### config.mk
export PLATFORM = sky130hd
export DESIGN_NAME = beacon_reply_parameter_logic
export DESIGN_NICKNAME = d
export VERILOG_FILES = /design/src/verilog/beacon_reply_pkg.sv /design/src/verilog/beacon_reply_parameter_logic.sv
export SDC_FILE = /design/constraint.sdc
export NUM_CORES = 1
export LEC_CHECK = 0
export BUFFER_PORTS_ARGS = -buffer_cell sky130_fd_sc_hd__buf_4
export CORE_UTILIZATION = 42
export CTS_CLUSTER_DIAMETER = 80
export CTS_CLUSTER_SIZE = 24
export DETAILED_ROUTE_END_ITERATION = 6
export GPL_TIMING_DRIVEN = 1
export SYNTH_ARGS = -nofsm -noshare
export SYNTH_HDL_FRONTEND = slang
export SYNTH_SLANG_ARGS = --single-unit
### constraint.sdc
create_clock -name I_CLOCK -period 20.4 [get_ports I_CLOCK]
set_input_delay 1.02 -clock I_CLOCK [delete_from_list [all_inputs] [get_ports I_CLOCK]]
set_output_delay 1.02 -clock I_CLOCK [all_outputs]
set_load 0.005 [all_outputs]
### src/verilog/beacon_reply_pkg.sv
// constants, types and widths for the beacon reply parameter logic
package beacon_reply_pkg;
  // ----------------------------------------
  // clock and timing
  // ----------------------------------------
  localparam longint CLK_HZ    = 100_000_000;
  localparam longint ALERT_S   = 18;
  localparam longint ALERT_CYC = ALERT_S * CLK_HZ;
  localparam int PW_STEP_NS    = 50;
  localparam int PW_LIMIT_NS   = 250;
  localparam int PW_MAX_STEP   = PW_LIMIT_NS / PW_STEP_NS;
  // ----------------------------------------
  // widths and indices
  // ----------------------------------------
  localparam int ALT_W  = 18;
  localparam int CODE_W = 12;
  localparam int ADDR_W = 24;
  localparam int IID_W  = 6;
  localparam int AC_W   = 13;
  localparam int LVL_W  = 10;
  localparam int N25_W  = 11;
  localparam logic [1:0] ATC_C  = 2'h2;
  localparam logic [1:0] ATC_3A = 2'h3;
  localparam int PF_W = 4;
  localparam int FL_SPI = 0, FL_GND = 1, FL_PERM = 2, FL_PHASE = 3;
  // ----------------------------------------
  // altitude encoding
  // ----------------------------------------
  localparam int ALT_MIN_FT    = -1000;
  localparam int ALT_MAX100_FT = 126700;
  localparam int ALT_MAX25_FT  = 50175;
  localparam int STEP25_FT     = 25;
  localparam int G5_FT         = 500;
  localparam int G1_FT         = 100;
  localparam int GILL_OFS_FT   = 1300;
  localparam int N_OFS         = 12;
  localparam logic [2:0] M_START = 3'h2;
  localparam logic [CODE_W-1:0] CODE_MINUS_1000 = 12'h010;
  // ----------------------------------------
  // rf setting ranges, levels in quarter dB
  // ----------------------------------------
  localparam logic [6:0] FREQ_MAX_STEP = 7'h64;
  localparam logic [7:0] SUM_MAX_IDX   = 8'hbe;
  localparam logic [7:0] DRAT_MAX_IDX  = 8'hd7;
  localparam logic [5:0] ORAT_MAX_IDX  = 6'h30;
  localparam int SUM_BASE_Q  = -340;
  localparam int SUM_STEP_Q  = 2;
  localparam int DRAT_BASE_Q = -167;
  localparam int ORAT_BASE_Q = -112;
  localparam int ORAT_STEP_Q = 4;
  localparam int DELTA_MAX_Q = 64;
  localparam int OMNI_MAX_Q  = -40;
  // ----------------------------------------
  // enumerations
  // ----------------------------------------
  typedef enum logic [2:0] {
    IT_2, IT_B, IT_C, IT_3A, IT_ALL_CALL, IT_ROLLCALL_ALT, IT_ROLLCALL_ID
  } itype_e;
  typedef enum logic [3:0] {
    SEL_ITYPE, SEL_CODE, SEL_PULSES, SEL_ALT, SEL_RES, SEL_PW, SEL_PS,
    SEL_ADDR, SEL_IID, SEL_FLAGS, SEL_FREQ, SEL_SUM, SEL_DRAT, SEL_ORAT
  } sel_e;
  typedef enum logic {CV_IDLE, CV_RUN} cv_e;
endpackage
### src/verilog/beacon_reply_parameter_logic.sv
// reply parameter store, altitude conversion and level checks
`timescale 1ns/1ps
`default_nettype none
module beacon_reply_parameter_logic
  import beacon_reply_pkg::*;
#(
  parameter longint ALERT_CYCLES = ALERT_CYC
)
(
  // clock and reset
  input  wire logic                    I_CLOCK,
  input  wire logic                    I_RST,
  // setting entry
  input  wire logic                    I_WR,
  input  wire sel_e                    I_WR_SEL,
  input  wire logic [1:0]              I_WR_IDX,
  input  wire logic [23:0]             I_WR_DATA,
  // trigger context
  input  wire logic                    I_TRIG_PULSE,
  input  wire itype_e                  I_RF_ITYPE,
  input  wire logic [IID_W-1:0]        I_RF_IID,
  input  wire logic                    I_MODE_S_DATA,
  // target sequencing
  input  wire logic                    I_AZIMUTH_NORTH_PULSE,
  input  wire logic                    I_TARGET_STROBE,
  // entry status
  output logic                         O_WR_REJECT,
  output logic                         O_BUSY,
  // reply content
  output itype_e                       O_ITYPE,
  output logic [4*CODE_W-1:0]          O_CODES,
  output logic [4*PF_W-1:0]            O_PULSE_FLAGS,
  output logic signed [ALT_W-1:0]      O_ALT_FT,
  output logic                         O_CODE_INVALID,
  output logic                         O_RES_25,
  output logic [AC_W-1:0]              O_AC_FIELD,
  output logic [CODE_W-1:0]            O_ID_FIELD,
  output logic                         O_ALERT,
  output logic signed [9:0]            O_PW_OFS_NS,
  output logic signed [9:0]            O_PS_OFS_NS,
  output logic [ADDR_W-1:0]            O_AIRCRAFT_ADDR,
  output logic [ADDR_W-1:0]            O_TARGET_ADDR,
  output logic [IID_W-1:0]             O_IID,
  output logic                         O_SPI,
  output logic                         O_ON_GROUND,
  // rf settings
  output logic [6:0]                   O_FREQ_STEP,
  output logic signed [LVL_W-1:0]      O_SUM_Q,
  output logic signed [LVL_W-1:0]      O_DELTA_Q,
  output logic signed [LVL_W-1:0]      O_OMNI_Q,
  output logic                         O_AMP_CONFLICT,
  output logic                         O_PHASE_180
);

  // ----------------------------------------
  // elaboration checks
  // ----------------------------------------
  if (ALERT_CYCLES < 1 || ALERT_CYCLES > 64'hffff_ffff)
    $error("ALERT_CYCLES out of range");

  // ----------------------------------------
  // helpers
  // ----------------------------------------
  function automatic logic [7:0] gray2bin(input logic [7:0] g);
    logic [7:0] b;
    b[7] = g[7];
    for (int i = 6; i >= 0; i--)
      b[i] = b[i+1] ^ g[i];
    return b;
  endfunction

  // {C1,C2,C4} to hundreds count 1..5, zero means unmapped
  function automatic logic [2:0] c_dec(input logic [2:0] c);
    case (c)
      3'h1:    return 3'h1;
      3'h3:    return 3'h2;
      3'h2:    return 3'h3;
      3'h6:    return 3'h4;
      3'h4:    return 3'h5;
      default: return 3'h0;
    endcase
  endfunction

  function automatic logic [2:0] c_enc(input logic [2:0] g1);
    case (g1)
      3'h1:    return 3'h1;
      3'h2:    return 3'h3;
      3'h3:    return 3'h2;
      3'h4:    return 3'h6;
      default: return 3'h4;
    endcase
  endfunction

  // ----------------------------------------
  // state
  // ----------------------------------------
  itype_e                    itype_r;
  logic [CODE_W-1:0]         code_r [4];
  logic [PF_W-1:0]           pflag_r [4];
  logic signed [ALT_W-1:0]   alt_r;
  logic                      inv_r;
  logic                      res25_r;
  logic signed [3:0]         pw_r;
  logic signed [3:0]         ps_r;
  logic [ADDR_W-1:0]         addr_r;
  logic [ADDR_W-1:0]         tidx_r;
  logic [IID_W-1:0]          iid_r;
  logic [3:0]                flag_r;
  logic [6:0]                freq_r;
  logic [7:0]                sum_r;
  logic [7:0]                drat_r;
  logic [5:0]                orat_r;
  logic [31:0]               alert_cnt_r;
  cv_e                       cv_r;
  logic [16:0]               u_r;
  logic [N25_W-1:0]          n_r;
  logic [1:0]                q_r;
  logic [2:0]                m_r;
  logic [7:0]                g5_r;

  // ----------------------------------------
  // entry decode
  // ----------------------------------------
  wire busy = (cv_r == CV_RUN);
  wire signed [ALT_W-1:0] wr_alt = signed'(I_WR_DATA[ALT_W-1:0]);
  wire signed [3:0] wr_ofs = signed'(I_WR_DATA[3:0]);
  wire alt_max_ok = res25_r ? (int'(wr_alt) <= ALT_MAX25_FT)
                            : (int'(wr_alt) <= ALT_MAX100_FT);
  wire alt_ok  = !busy && int'(wr_alt) >= ALT_MIN_FT && alt_max_ok;
  wire is_c    = (I_WR_IDX == ATC_C);
  wire code_ok = !is_c || (!busy && !res25_r);
  wire ofs_ok  = int'(wr_ofs) <= PW_MAX_STEP && int'(wr_ofs) >= -PW_MAX_STEP;

  logic accept;
  always_comb
  begin
    case (I_WR_SEL)
      SEL_ITYPE: accept = int'(I_WR_DATA[2:0]) <= int'(IT_ROLLCALL_ID);
      SEL_CODE:  accept = code_ok;
      SEL_ALT:   accept = alt_ok;
      SEL_PW:    accept = ofs_ok;
      SEL_PS:    accept = ofs_ok;
      SEL_FREQ:  accept = I_WR_DATA[6:0] <= FREQ_MAX_STEP;
      SEL_SUM:   accept = I_WR_DATA[7:0] <= SUM_MAX_IDX;
      SEL_DRAT:  accept = I_WR_DATA[7:0] <= DRAT_MAX_IDX;
      SEL_ORAT:  accept = I_WR_DATA[5:0] <= ORAT_MAX_IDX;
      default:   accept = 1'b1;
    endcase
  end

  wire wr_ok  = I_WR && accept;
  wire wr_rej = I_WR && !accept;
  wire wr_code = wr_ok && I_WR_SEL == SEL_CODE;
  wire wr_c    = wr_code && is_c;
  wire id_chg  = wr_code && I_WR_IDX == ATC_3A &&
                 I_WR_DATA[CODE_W-1:0] != code_r[ATC_3A];

  // ----------------------------------------
  // mode c code to altitude
  // ----------------------------------------
  wire [CODE_W-1:0] cin = I_WR_DATA[CODE_W-1:0];
  // gray order D2 D4 A1 A2 A4 B1 B2 B4, code is A4A2A1 B4B2B1 C4C2C1 D4D2D1
  wire [7:0] dec_g5 = gray2bin({cin[1], cin[2], cin[9], cin[10], cin[11],
                                cin[6], cin[7], cin[8]});
  wire [2:0] dec_c  = c_dec({cin[3], cin[4], cin[5]});
  wire [2:0] dec_g1 = dec_g5[0] ? 3'(6 - int'(dec_c)) : dec_c;
  wire dec_bad = (dec_c == 3'h0) || cin[0];
  wire signed [ALT_W-1:0] dec_alt = ALT_W'(G5_FT * int'(dec_g5) +
                                           G1_FT * int'(dec_g1) - GILL_OFS_FT);
  wire [N25_W-1:0] dec_n = N25_W'(20 * int'(dec_g5) + 4 * int'(dec_g1) - N_OFS);

  // ----------------------------------------
  // altitude to mode c code
  // ----------------------------------------
  // serial subtraction avoids dividers; worst case about 5100 cycles
  wire [7:0] enc_gray = g5_r ^ (g5_r >> 1);
  wire [2:0] enc_g1   = g5_r[0] ? 3'(5 - int'(m_r)) : 3'(int'(m_r) + 1);
  wire [2:0] enc_c    = c_enc(enc_g1);
  wire [CODE_W-1:0] enc_code = {enc_gray[3], enc_gray[4], enc_gray[5],
                                enc_gray[0], enc_gray[1], enc_gray[2],
                                enc_c[0], enc_c[1], enc_c[2],
                                enc_gray[6], enc_gray[7], 1'b0};
  wire step = (u_r >= 17'(STEP25_FT));

  always_ff @(posedge I_CLOCK)
  begin
    if (I_RST)
    begin
      cv_r <= CV_IDLE;
      u_r  <= '0;
      n_r  <= '0;
      q_r  <= '0;
      m_r  <= M_START;
      g5_r <= '0;
    end
    else if (wr_ok && I_WR_SEL == SEL_ALT)
    begin
      cv_r <= CV_RUN;
      u_r  <= 17'(int'(wr_alt) - ALT_MIN_FT);
      n_r  <= '0;
      q_r  <= '0;
      m_r  <= M_START;
      g5_r <= '0;
    end
    else if (wr_c)
      n_r <= dec_bad ? '0 : dec_n;
    else
    begin
      case (cv_r)
        CV_RUN:
        if (step)
        begin
          u_r <= u_r - 17'(STEP25_FT);
          n_r <= n_r + 1'b1;
          q_r <= q_r + 1'b1;
          if (q_r == 2'h3)
          begin
            m_r  <= (m_r == 3'h4) ? 3'h0 : m_r + 1'b1;
            g5_r <= (m_r == 3'h4) ? g5_r + 1'b1 : g5_r;
          end
        end
        else
          cv_r <= CV_IDLE;
        default: cv_r <= CV_IDLE;
      endcase
    end
  end

  // ----------------------------------------
  // reply codes and altitude
  // ----------------------------------------
  always_ff @(posedge I_CLOCK)
  begin
    if (I_RST)
    begin
      for (int i = 0; i < 4; i++)
      begin
        code_r[i]  <= '0;
        pflag_r[i] <= '0;
      end
      code_r[ATC_C] <= CODE_MINUS_1000;
      alt_r   <= ALT_W'(ALT_MIN_FT);
      inv_r   <= 1'b0;
      res25_r <= 1'b0;
    end
    else
    begin
      if (wr_code)
        code_r[I_WR_IDX] <= cin;
      // kept apart so a write to another type cannot drop the result
      if (busy && !step)
        code_r[ATC_C] <= enc_code;
      if (wr_ok && I_WR_SEL == SEL_PULSES)
        pflag_r[I_WR_IDX] <= I_WR_DATA[PF_W-1:0];
      if (wr_c)
      begin
        inv_r <= dec_bad;
        alt_r <= dec_bad ? ALT_W'(ALT_MIN_FT) : dec_alt;
      end
      else if (wr_ok && I_WR_SEL == SEL_ALT)
      begin
        inv_r <= 1'b0;
        alt_r <= wr_alt;
      end
      if (wr_ok && I_WR_SEL == SEL_RES)
        res25_r <= I_WR_DATA[0];
    end
  end

  // ----------------------------------------
  // other settings
  // ----------------------------------------
  always_ff @(posedge I_CLOCK)
  begin
    if (I_RST)
    begin
      itype_r <= IT_3A;
      pw_r    <= '0;
      ps_r    <= '0;
      addr_r  <= '0;
      iid_r   <= '0;
      flag_r  <= '0;
      freq_r  <= '0;
      sum_r   <= '0;
      drat_r  <= '0;
      orat_r  <= '0;
    end
    else if (wr_ok)
    begin
      case (I_WR_SEL)
        SEL_ITYPE: itype_r <= itype_e'(I_WR_DATA[2:0]);
        SEL_PW:    pw_r    <= wr_ofs;
        SEL_PS:    ps_r    <= wr_ofs;
        SEL_ADDR:  addr_r  <= I_WR_DATA[ADDR_W-1:0];
        SEL_IID:   iid_r   <= I_WR_DATA[IID_W-1:0];
        SEL_FLAGS: flag_r  <= I_WR_DATA[3:0];
        SEL_FREQ:  freq_r  <= I_WR_DATA[6:0];
        SEL_SUM:   sum_r   <= I_WR_DATA[7:0];
        SEL_DRAT:  drat_r  <= I_WR_DATA[7:0];
        SEL_ORAT:  orat_r  <= I_WR_DATA[5:0];
        default:   ;
      endcase
    end
  end

  // ----------------------------------------
  // alert timer and target addressing
  // ----------------------------------------
  always_ff @(posedge I_CLOCK)
  begin
    if (I_RST)
    begin
      alert_cnt_r <= '0;
      tidx_r      <= '0;
    end
    else
    begin
      if (id_chg)
        alert_cnt_r <= 32'(ALERT_CYCLES);
      else if (alert_cnt_r != '0)
        alert_cnt_r <= alert_cnt_r - 1'b1;
      // a strobe in the north pulse cycle is the first target
      if (I_AZIMUTH_NORTH_PULSE)
        tidx_r <= I_TARGET_STROBE ? ADDR_W'(1) : '0;
      else if (I_TARGET_STROBE)
        tidx_r <= tidx_r + 1'b1;
    end
  end

  // ----------------------------------------
  // derived values
  // ----------------------------------------
  wire [CODE_W-1:0] ac_code = inv_r ? CODE_MINUS_1000 : code_r[ATC_C];
  // altitude field order C1 A1 C2 A2 C4 A4 M B1 Q B2 D2 B4 D4
  wire [AC_W-1:0] ac100 = {ac_code[3], ac_code[9], ac_code[4], ac_code[10],
                           ac_code[5], ac_code[11], 1'b0, ac_code[6], 1'b0,
                           ac_code[7], ac_code[1], ac_code[8], ac_code[2]};
  wire [N25_W-1:0] n_use = inv_r ? '0 : n_r;
  wire [AC_W-1:0] ac25 = {n_use[10:5], 1'b0, n_use[4], 1'b1, n_use[3:0]};
  wire [AC_W-1:0] ac_nxt = res25_r ? ac25 : ac100;
  wire [ADDR_W-1:0] taddr_nxt = I_AZIMUTH_NORTH_PULSE ? addr_r
                                                      : addr_r + tidx_r;
  wire alert_nxt = (alert_cnt_r != '0) || flag_r[FL_PERM];
  wire signed [LVL_W-1:0] sum_q  = LVL_W'(SUM_BASE_Q + SUM_STEP_Q * int'(sum_r));
  wire signed [LVL_W-1:0] drat_q = LVL_W'(DRAT_BASE_Q + int'(drat_r));
  wire signed [LVL_W-1:0] orat_q = LVL_W'(ORAT_BASE_Q + ORAT_STEP_Q * int'(orat_r));
  wire signed [LVL_W-1:0] delta_q = sum_q + drat_q;
  wire signed [LVL_W-1:0] omni_q  = sum_q - orat_q;
  wire conflict = int'(delta_q) > DELTA_MAX_Q ||
                  int'(omni_q) > OMNI_MAX_Q;
  wire signed [9:0] pw_ns = I_MODE_S_DATA ? '0 : 10'(int'(pw_r) * PW_STEP_NS);
  wire signed [9:0] ps_ns = I_MODE_S_DATA ? '0 : 10'(int'(ps_r) * PW_STEP_NS);

  // ----------------------------------------
  // registered outputs
  // ----------------------------------------
  always_ff @(posedge I_CLOCK)
  begin
    if (I_RST)
    begin
      O_WR_REJECT     <= 1'b0;
      O_BUSY          <= 1'b0;
      O_ITYPE         <= IT_3A;
      O_CODES         <= {{CODE_W{1'b0}}, CODE_MINUS_1000, {2*CODE_W{1'b0}}};
      O_PULSE_FLAGS   <= '0;
      O_ALT_FT        <= ALT_W'(ALT_MIN_FT);
      O_CODE_INVALID  <= 1'b0;
      O_RES_25        <= 1'b0;
      O_AC_FIELD      <= '0;
      O_ID_FIELD      <= '0;
      O_ALERT         <= 1'b0;
      O_PW_OFS_NS     <= '0;
      O_PS_OFS_NS     <= '0;
      O_AIRCRAFT_ADDR <= '0;
      O_TARGET_ADDR   <= '0;
      O_IID           <= '0;
      O_SPI           <= 1'b0;
      O_ON_GROUND     <= 1'b0;
      O_FREQ_STEP     <= '0;
      O_SUM_Q         <= '0;
      O_DELTA_Q       <= '0;
      O_OMNI_Q        <= '0;
      O_AMP_CONFLICT  <= 1'b0;
      O_PHASE_180     <= 1'b0;
    end
    else
    begin
      O_WR_REJECT     <= wr_rej;
      O_BUSY          <= busy;
      O_ITYPE         <= I_TRIG_PULSE ? itype_r : I_RF_ITYPE;
      O_CODES         <= {code_r[3], code_r[2], code_r[1], code_r[0]};
      O_PULSE_FLAGS   <= {pflag_r[3], pflag_r[2], pflag_r[1], pflag_r[0]};
      O_ALT_FT        <= alt_r;
      O_CODE_INVALID  <= inv_r;
      O_RES_25        <= res25_r;
      O_AC_FIELD      <= ac_nxt;
      O_ID_FIELD      <= code_r[ATC_3A];
      O_ALERT         <= alert_nxt;
      O_PW_OFS_NS     <= pw_ns;
      O_PS_OFS_NS     <= ps_ns;
      O_AIRCRAFT_ADDR <= addr_r;
      if (I_TARGET_STROBE)
        O_TARGET_ADDR <= taddr_nxt;
      O_IID           <= I_TRIG_PULSE ? iid_r : I_RF_IID;
      O_SPI           <= flag_r[FL_SPI];
      O_ON_GROUND     <= flag_r[FL_GND];
      O_FREQ_STEP     <= freq_r;
      O_SUM_Q         <= sum_q;
      O_DELTA_Q       <= delta_q;
      O_OMNI_Q        <= omni_q;
      O_AMP_CONFLICT  <= conflict;
      O_PHASE_180     <= flag_r[FL_PHASE];
    end
  end

endmodule // beacon_reply_parameter_logic
`default_nettype wire

==> tab_implementation.tex <==
\begin{tabular}{lr}
\hline
Metric & Value \\
\hline
\multicolumn{2}{l}{\textbf{Setup path}} \\
\quad Critical path type & primary input to flop \\
\quad Setup slack on the worst flop-to-flop path & 16.28 ns \\
\quad Reg2reg path depth & 8 \\
\quad Crit path arrival time & 9.89 ns \\
\quad Startpoint type of the worst setup path & primary input \\
\quad CP max stage delay & 0.58 ns \\
\quad Most common cell on crit path & sky130\_fd\_sc\_hd\_\_ha\_1 \\
\quad Biggest fanout along the worst timing path & 25 \\
\quad Endpoint type of the worst setup path & flop \\
\quad CP required & 20.92 ns \\
\quad Reg-to-reg startpoint & res25\_r \\
\quad Worst reg2reg endpoint & n\_r[2] \\
\quad Crit-path slowest cell & sky130\_fd\_sc\_hd\_\_ha\_1 \\
\multicolumn{2}{l}{\textbf{Floorplan}} \\
\quad Area of the placeable core & 54300 sq um \\
\quad Initial standard-cell utilization of the core & 0.429 \\
\quad Height of the die & 238 um \\
\quad Site Rows & 85 \\
\quad Total I/O pin count & 276 \\
\quad DIE AREA & 56400 sq um \\
\quad Width of the chip & 238 um \\
\multicolumn{2}{l}{\textbf{Clocking}} \\
\quad Depth of the CTS H-tree & 1 \\
\quad Number of buffers on the longest clock path & 3 \\
\quad Post-CTS Hold Buffers & 0 \\
\quad TritonCTS clock tree & yes \\
\quad Num CTS Buffers & 30 \\
\quad Setup fix buffers added after clock tree synthesis & 0 \\
\quad Latest clock arrival within the worst-skew pair & 0.62 ns \\
\quad CTS root buffer & sky130\_fd\_sc\_hd\_\_clkbuf\_16 \\
\quad Post\_cts resized & 0 \\
\quad Total clock sinks & 467 \\
\quad Clock transition at path regs & 0.09 ns \\
\multicolumn{2}{l}{\textbf{Yosys}} \\
\quad Share of the yosys chip area belonging to registers & 0.429 \\
\quad Cell area after synthesis & 23300 sq um \\
\quad Yosys warns & 0 \\
\quad Most used DFF post-synth & sky130\_fd\_sc\_hd\_\_dfxtp\_1 \\
\quad Library cells used by synthesis & 87 \\
\quad Synthesized area per cell & 9.54 sq um \\
\quad Synthesized flop and latch total & 467 \\
\quad Cell count after synthesis & 2441 \\
\quad Fraction of synthesis flops using an asynchronous set or reset pin & 0 \\
\quad Number of enable flip-flop cells after synthesis & 64 \\
\multicolumn{2}{l}{\textbf{Cells and area}} \\
\quad Number of filler instances in the final layout & 5046 \\
\quad Proportion of layout cells with a drive suffix above 1 & 0.144 \\
\quad Most common cell after layout, fill and taps aside & sky130\_fd\_sc\_hd\_\_dfxtp\_1 \\
\quad Ant diodes & 0 \\
\quad Net total in the final layout & 2853 \\
\quad Final Instance Area & 26700 sq um \\
\quad Commonest non-fill, non-tap cells in the layout & sky130\_fd\_sc\_hd\_\_dfxtp\_1, sky130\_fd\_sc\_hd\_\_nor2\_1, sky130\_fd\_sc\_hd\_\_buf\_4 \\
\quad Layout-stage area growth over the synthesis result & 14.8\% \\
\multicolumn{2}{l}{\textbf{Drt}} \\
\quad Remaining antenna violation count after routing & 0 \\
\quad Routed wirelength normalized by instance count & 17.8 um \\
\quad Vias & 17273 \\
\quad DR pass1 iterations & 7 \\
\quad Routed WL & 59.8 mm \\
\quad Number of DRC violations after detailed routing & 3 \\
\quad Via-to-Cell Ratio & 5.13 \\
\quad Detailed Route Iter0 Violations & 1157 \\
\multicolumn{2}{l}{\textbf{Place}} \\
\quad Post-DP Area & 25600 sq um \\
\quad Detailed-placement wirelength estimate & 42.8 mm \\
\quad Pre-CTS worst setup slack & 10.47 ns \\
\quad Gp weighted congestion & 0.845 \\
\quad Port Buffer Count & 270 \\
\multicolumn{2}{l}{\textbf{Job}} \\
\quad Count of max-cap constraint violations & 0 \\
\multicolumn{2}{l}{\textbf{Outcome}} \\
\quad Result of the run & complete, but fails checks \\
\quad Violated checks & DRC \\
\multicolumn{2}{l}{\textbf{Power and ir drop}} \\
\quad Post-layout total power & 3.16 mW \\
\quad Pwr dens & 118 nW/um\^{}2 \\
\quad VDD IR-drop max & 0.175 mV \\
\quad Static power due to leakage & 11.9 nW \\
\multicolumn{2}{l}{\textbf{Timing}} \\
\quad Number of pins exceeding their max-slew limit in the final report & 0 \\
\quad Maximum frequency from static timing analysis & 0.107 GHz \\
\quad Period Utilization, post-route & 0.460 \\
\quad Finish-stage setup viols & 0 \\
\quad Period minus WS final & 9.38 ns \\
\quad Setup TNS & 0 ns \\
\quad RSZ-0062 raised after global routing & false \\
\quad Worst slew margin & 0.198 \\
\quad Worst Setup Slack, final & 11.02 ns \\
\quad Slew at the pin closest to its max-slew limit & 1.20 ns \\
\quad Worst setup skew after layout & 0.0257 ns \\
\quad Final Hold Violating Endpoints & 0 \\
\multicolumn{2}{l}{\textbf{Min path}} \\
\quad Cell depth of the worst hold path & 1 \\
\quad Hold Path End & O\_ALT\_FT[4] \\
\quad Hold path start & alt\_r[4] \\
\quad Type of the most critical hold path & flop to flop \\
\multicolumn{2}{l}{\textbf{Global route}} \\
\quad Via count of the first global-routing pass & 16827 \\
\quad Largest net degree at the start of global routing & 182 \\
\quad Global-route wire length before repair & 92.9 mm \\
\quad Total grt overflow & 0 \\
\quad Tot GR Track Use & 0.206 \\
\quad Antenna violations before repair & 1 \\
\hline
\end{tabular}
-- report_power, final --
part / total, mW / internal (mW) / switching, mW / leakage, nW
logic: 1.46 / 0.637 / 0.820 / 7.47
clock network: 0.696 / 0.335 / 0.361 / 0.527
registers: 1.01 / 0.976 / 0.0317 / 3.90
total: 3.16 / 1.95 / 1.21 / 11.9
-- kinds of logic after synthesis --
kind of cell               count (synthesis)  share of synthesized area
adders and majority gates                202                      0.116
xor gates and xnor gates                 195                     0.0733
and+or+nand+nor                          832                      0.179
buffers and inverters                    284                     0.0523
DFF                                      467                      0.429
muxes                                    121                     0.0524
other                                      1                   0.000161
AOI/OAI and AO/OA                        339                     0.0982
-- per-stage QoR --
step | hold slack [ns] | utilization | cells
after floorplan | 0.410 | - | 2445
final | 0.442 | 0.492 | 3365
after global routing | 0.462 | 0.492 | 3365
after global placement | 0.428 | 0.472 | 3312
after detailed placement | 0.424 | 0.472 | 3312
after CTS | 0.445 | 0.492 | 3365
-- worst max-delay path: cells and delay by family --
family	cells	cell delay (ns)
compound gates	6	1.57
buf+inv	9	1.22
xor+xnor	1	0.48
simple gates	4	0.73
fa+ha+maj	11	4.84
-- worst max-delay path by stage --
stage                 to          from
2_1_floorplan  alt_r[17]  I_WR_DATA[2]
3_3_place_gp   alt_r[17]  I_WR_DATA[2]
3_5_place_dp   alt_r[17]  I_WR_DATA[2]
4_1_cts        alt_r[17]  I_WR_DATA[2]
5_1_grt        alt_r[15]  I_WR_DATA[2]
6_report       alt_r[17]  I_WR_DATA[2]
-- area by class of cell --
cell class,instances,area [sq um],area share
Timing Repair Buffer,277,2100,0.0785
Inverter,135,507,0.0190
Clock inverter,18,302,0.0113
Clock buffer,35,791,0.0296
Sequential cell,467,9990,0.374
Multi-Input combinational cell,1694,12100,0.453
Tap cell,739,925,0.0346
-- routing by layer --
metal	vias to the layer above	routed length, um	global-route usage
li1	8591	-	-
met1	8184	27900	0.280
met2	408	27700	0.345
met3	88	3030	0.0289
met4	2	1160	0.0520
met5	-	13	0
-- sequential cells by signal (all words and copies together), names as in the netlist, 10 cells and up --
signal	count
O_AC_FIELD	12
O_AIRCRAFT_ADDR	24
O_ALT_FT	18
O_CODES	36
O_DELTA_Q	10
O_ID_FIELD	12
O_PULSE_FLAGS	16
O_TARGET_ADDR	24
addr_r	24
alert_cnt_r	32
alt_r	18
code_r	48
n_r	11
pflag_r	16
tidx_r	24
u_r	17
-- synthesized netlist by cell type, drive strengths merged (4+ instances only) --
cell      n  share of area
buf      50          0.015
or4      12         0.0040
a21oi    86          0.019
nor3     45         0.0097
o21bai   11         0.0037
nor3b     5         0.0016
dfxtp   403           0.35
nand2b   18         0.0048
nand3b    7         0.0023
and2     50          0.013
a31oi    14         0.0038
inv     134          0.022
a22o      8         0.0030
ha      179          0.096
a211oi   32          0.011
xnor2   117          0.044
o211ai   26         0.0090
o211a     4         0.0017
o21a     11         0.0035
a221oi    4         0.0018
o31ai     8         0.0026
a21o     22         0.0071
nand4    18         0.0048
mux2i   114          0.049
and4      5         0.0019
or2      22         0.0059
o311ai    4         0.0015
fa       23          0.020
nor2    286          0.046
clkbuf   99          0.016
mux2      7         0.0034
xor2     78          0.029
and3     22         0.0061
nor4     17         0.0051
or3      19         0.0051
nand2   136          0.022
o21ai    69          0.015
edfxtp   64          0.082
nor2b   122          0.033
nand3    35         0.0081
a311oi    7         0.0026
Note: power is estimated with default switching activity, not from simulation.
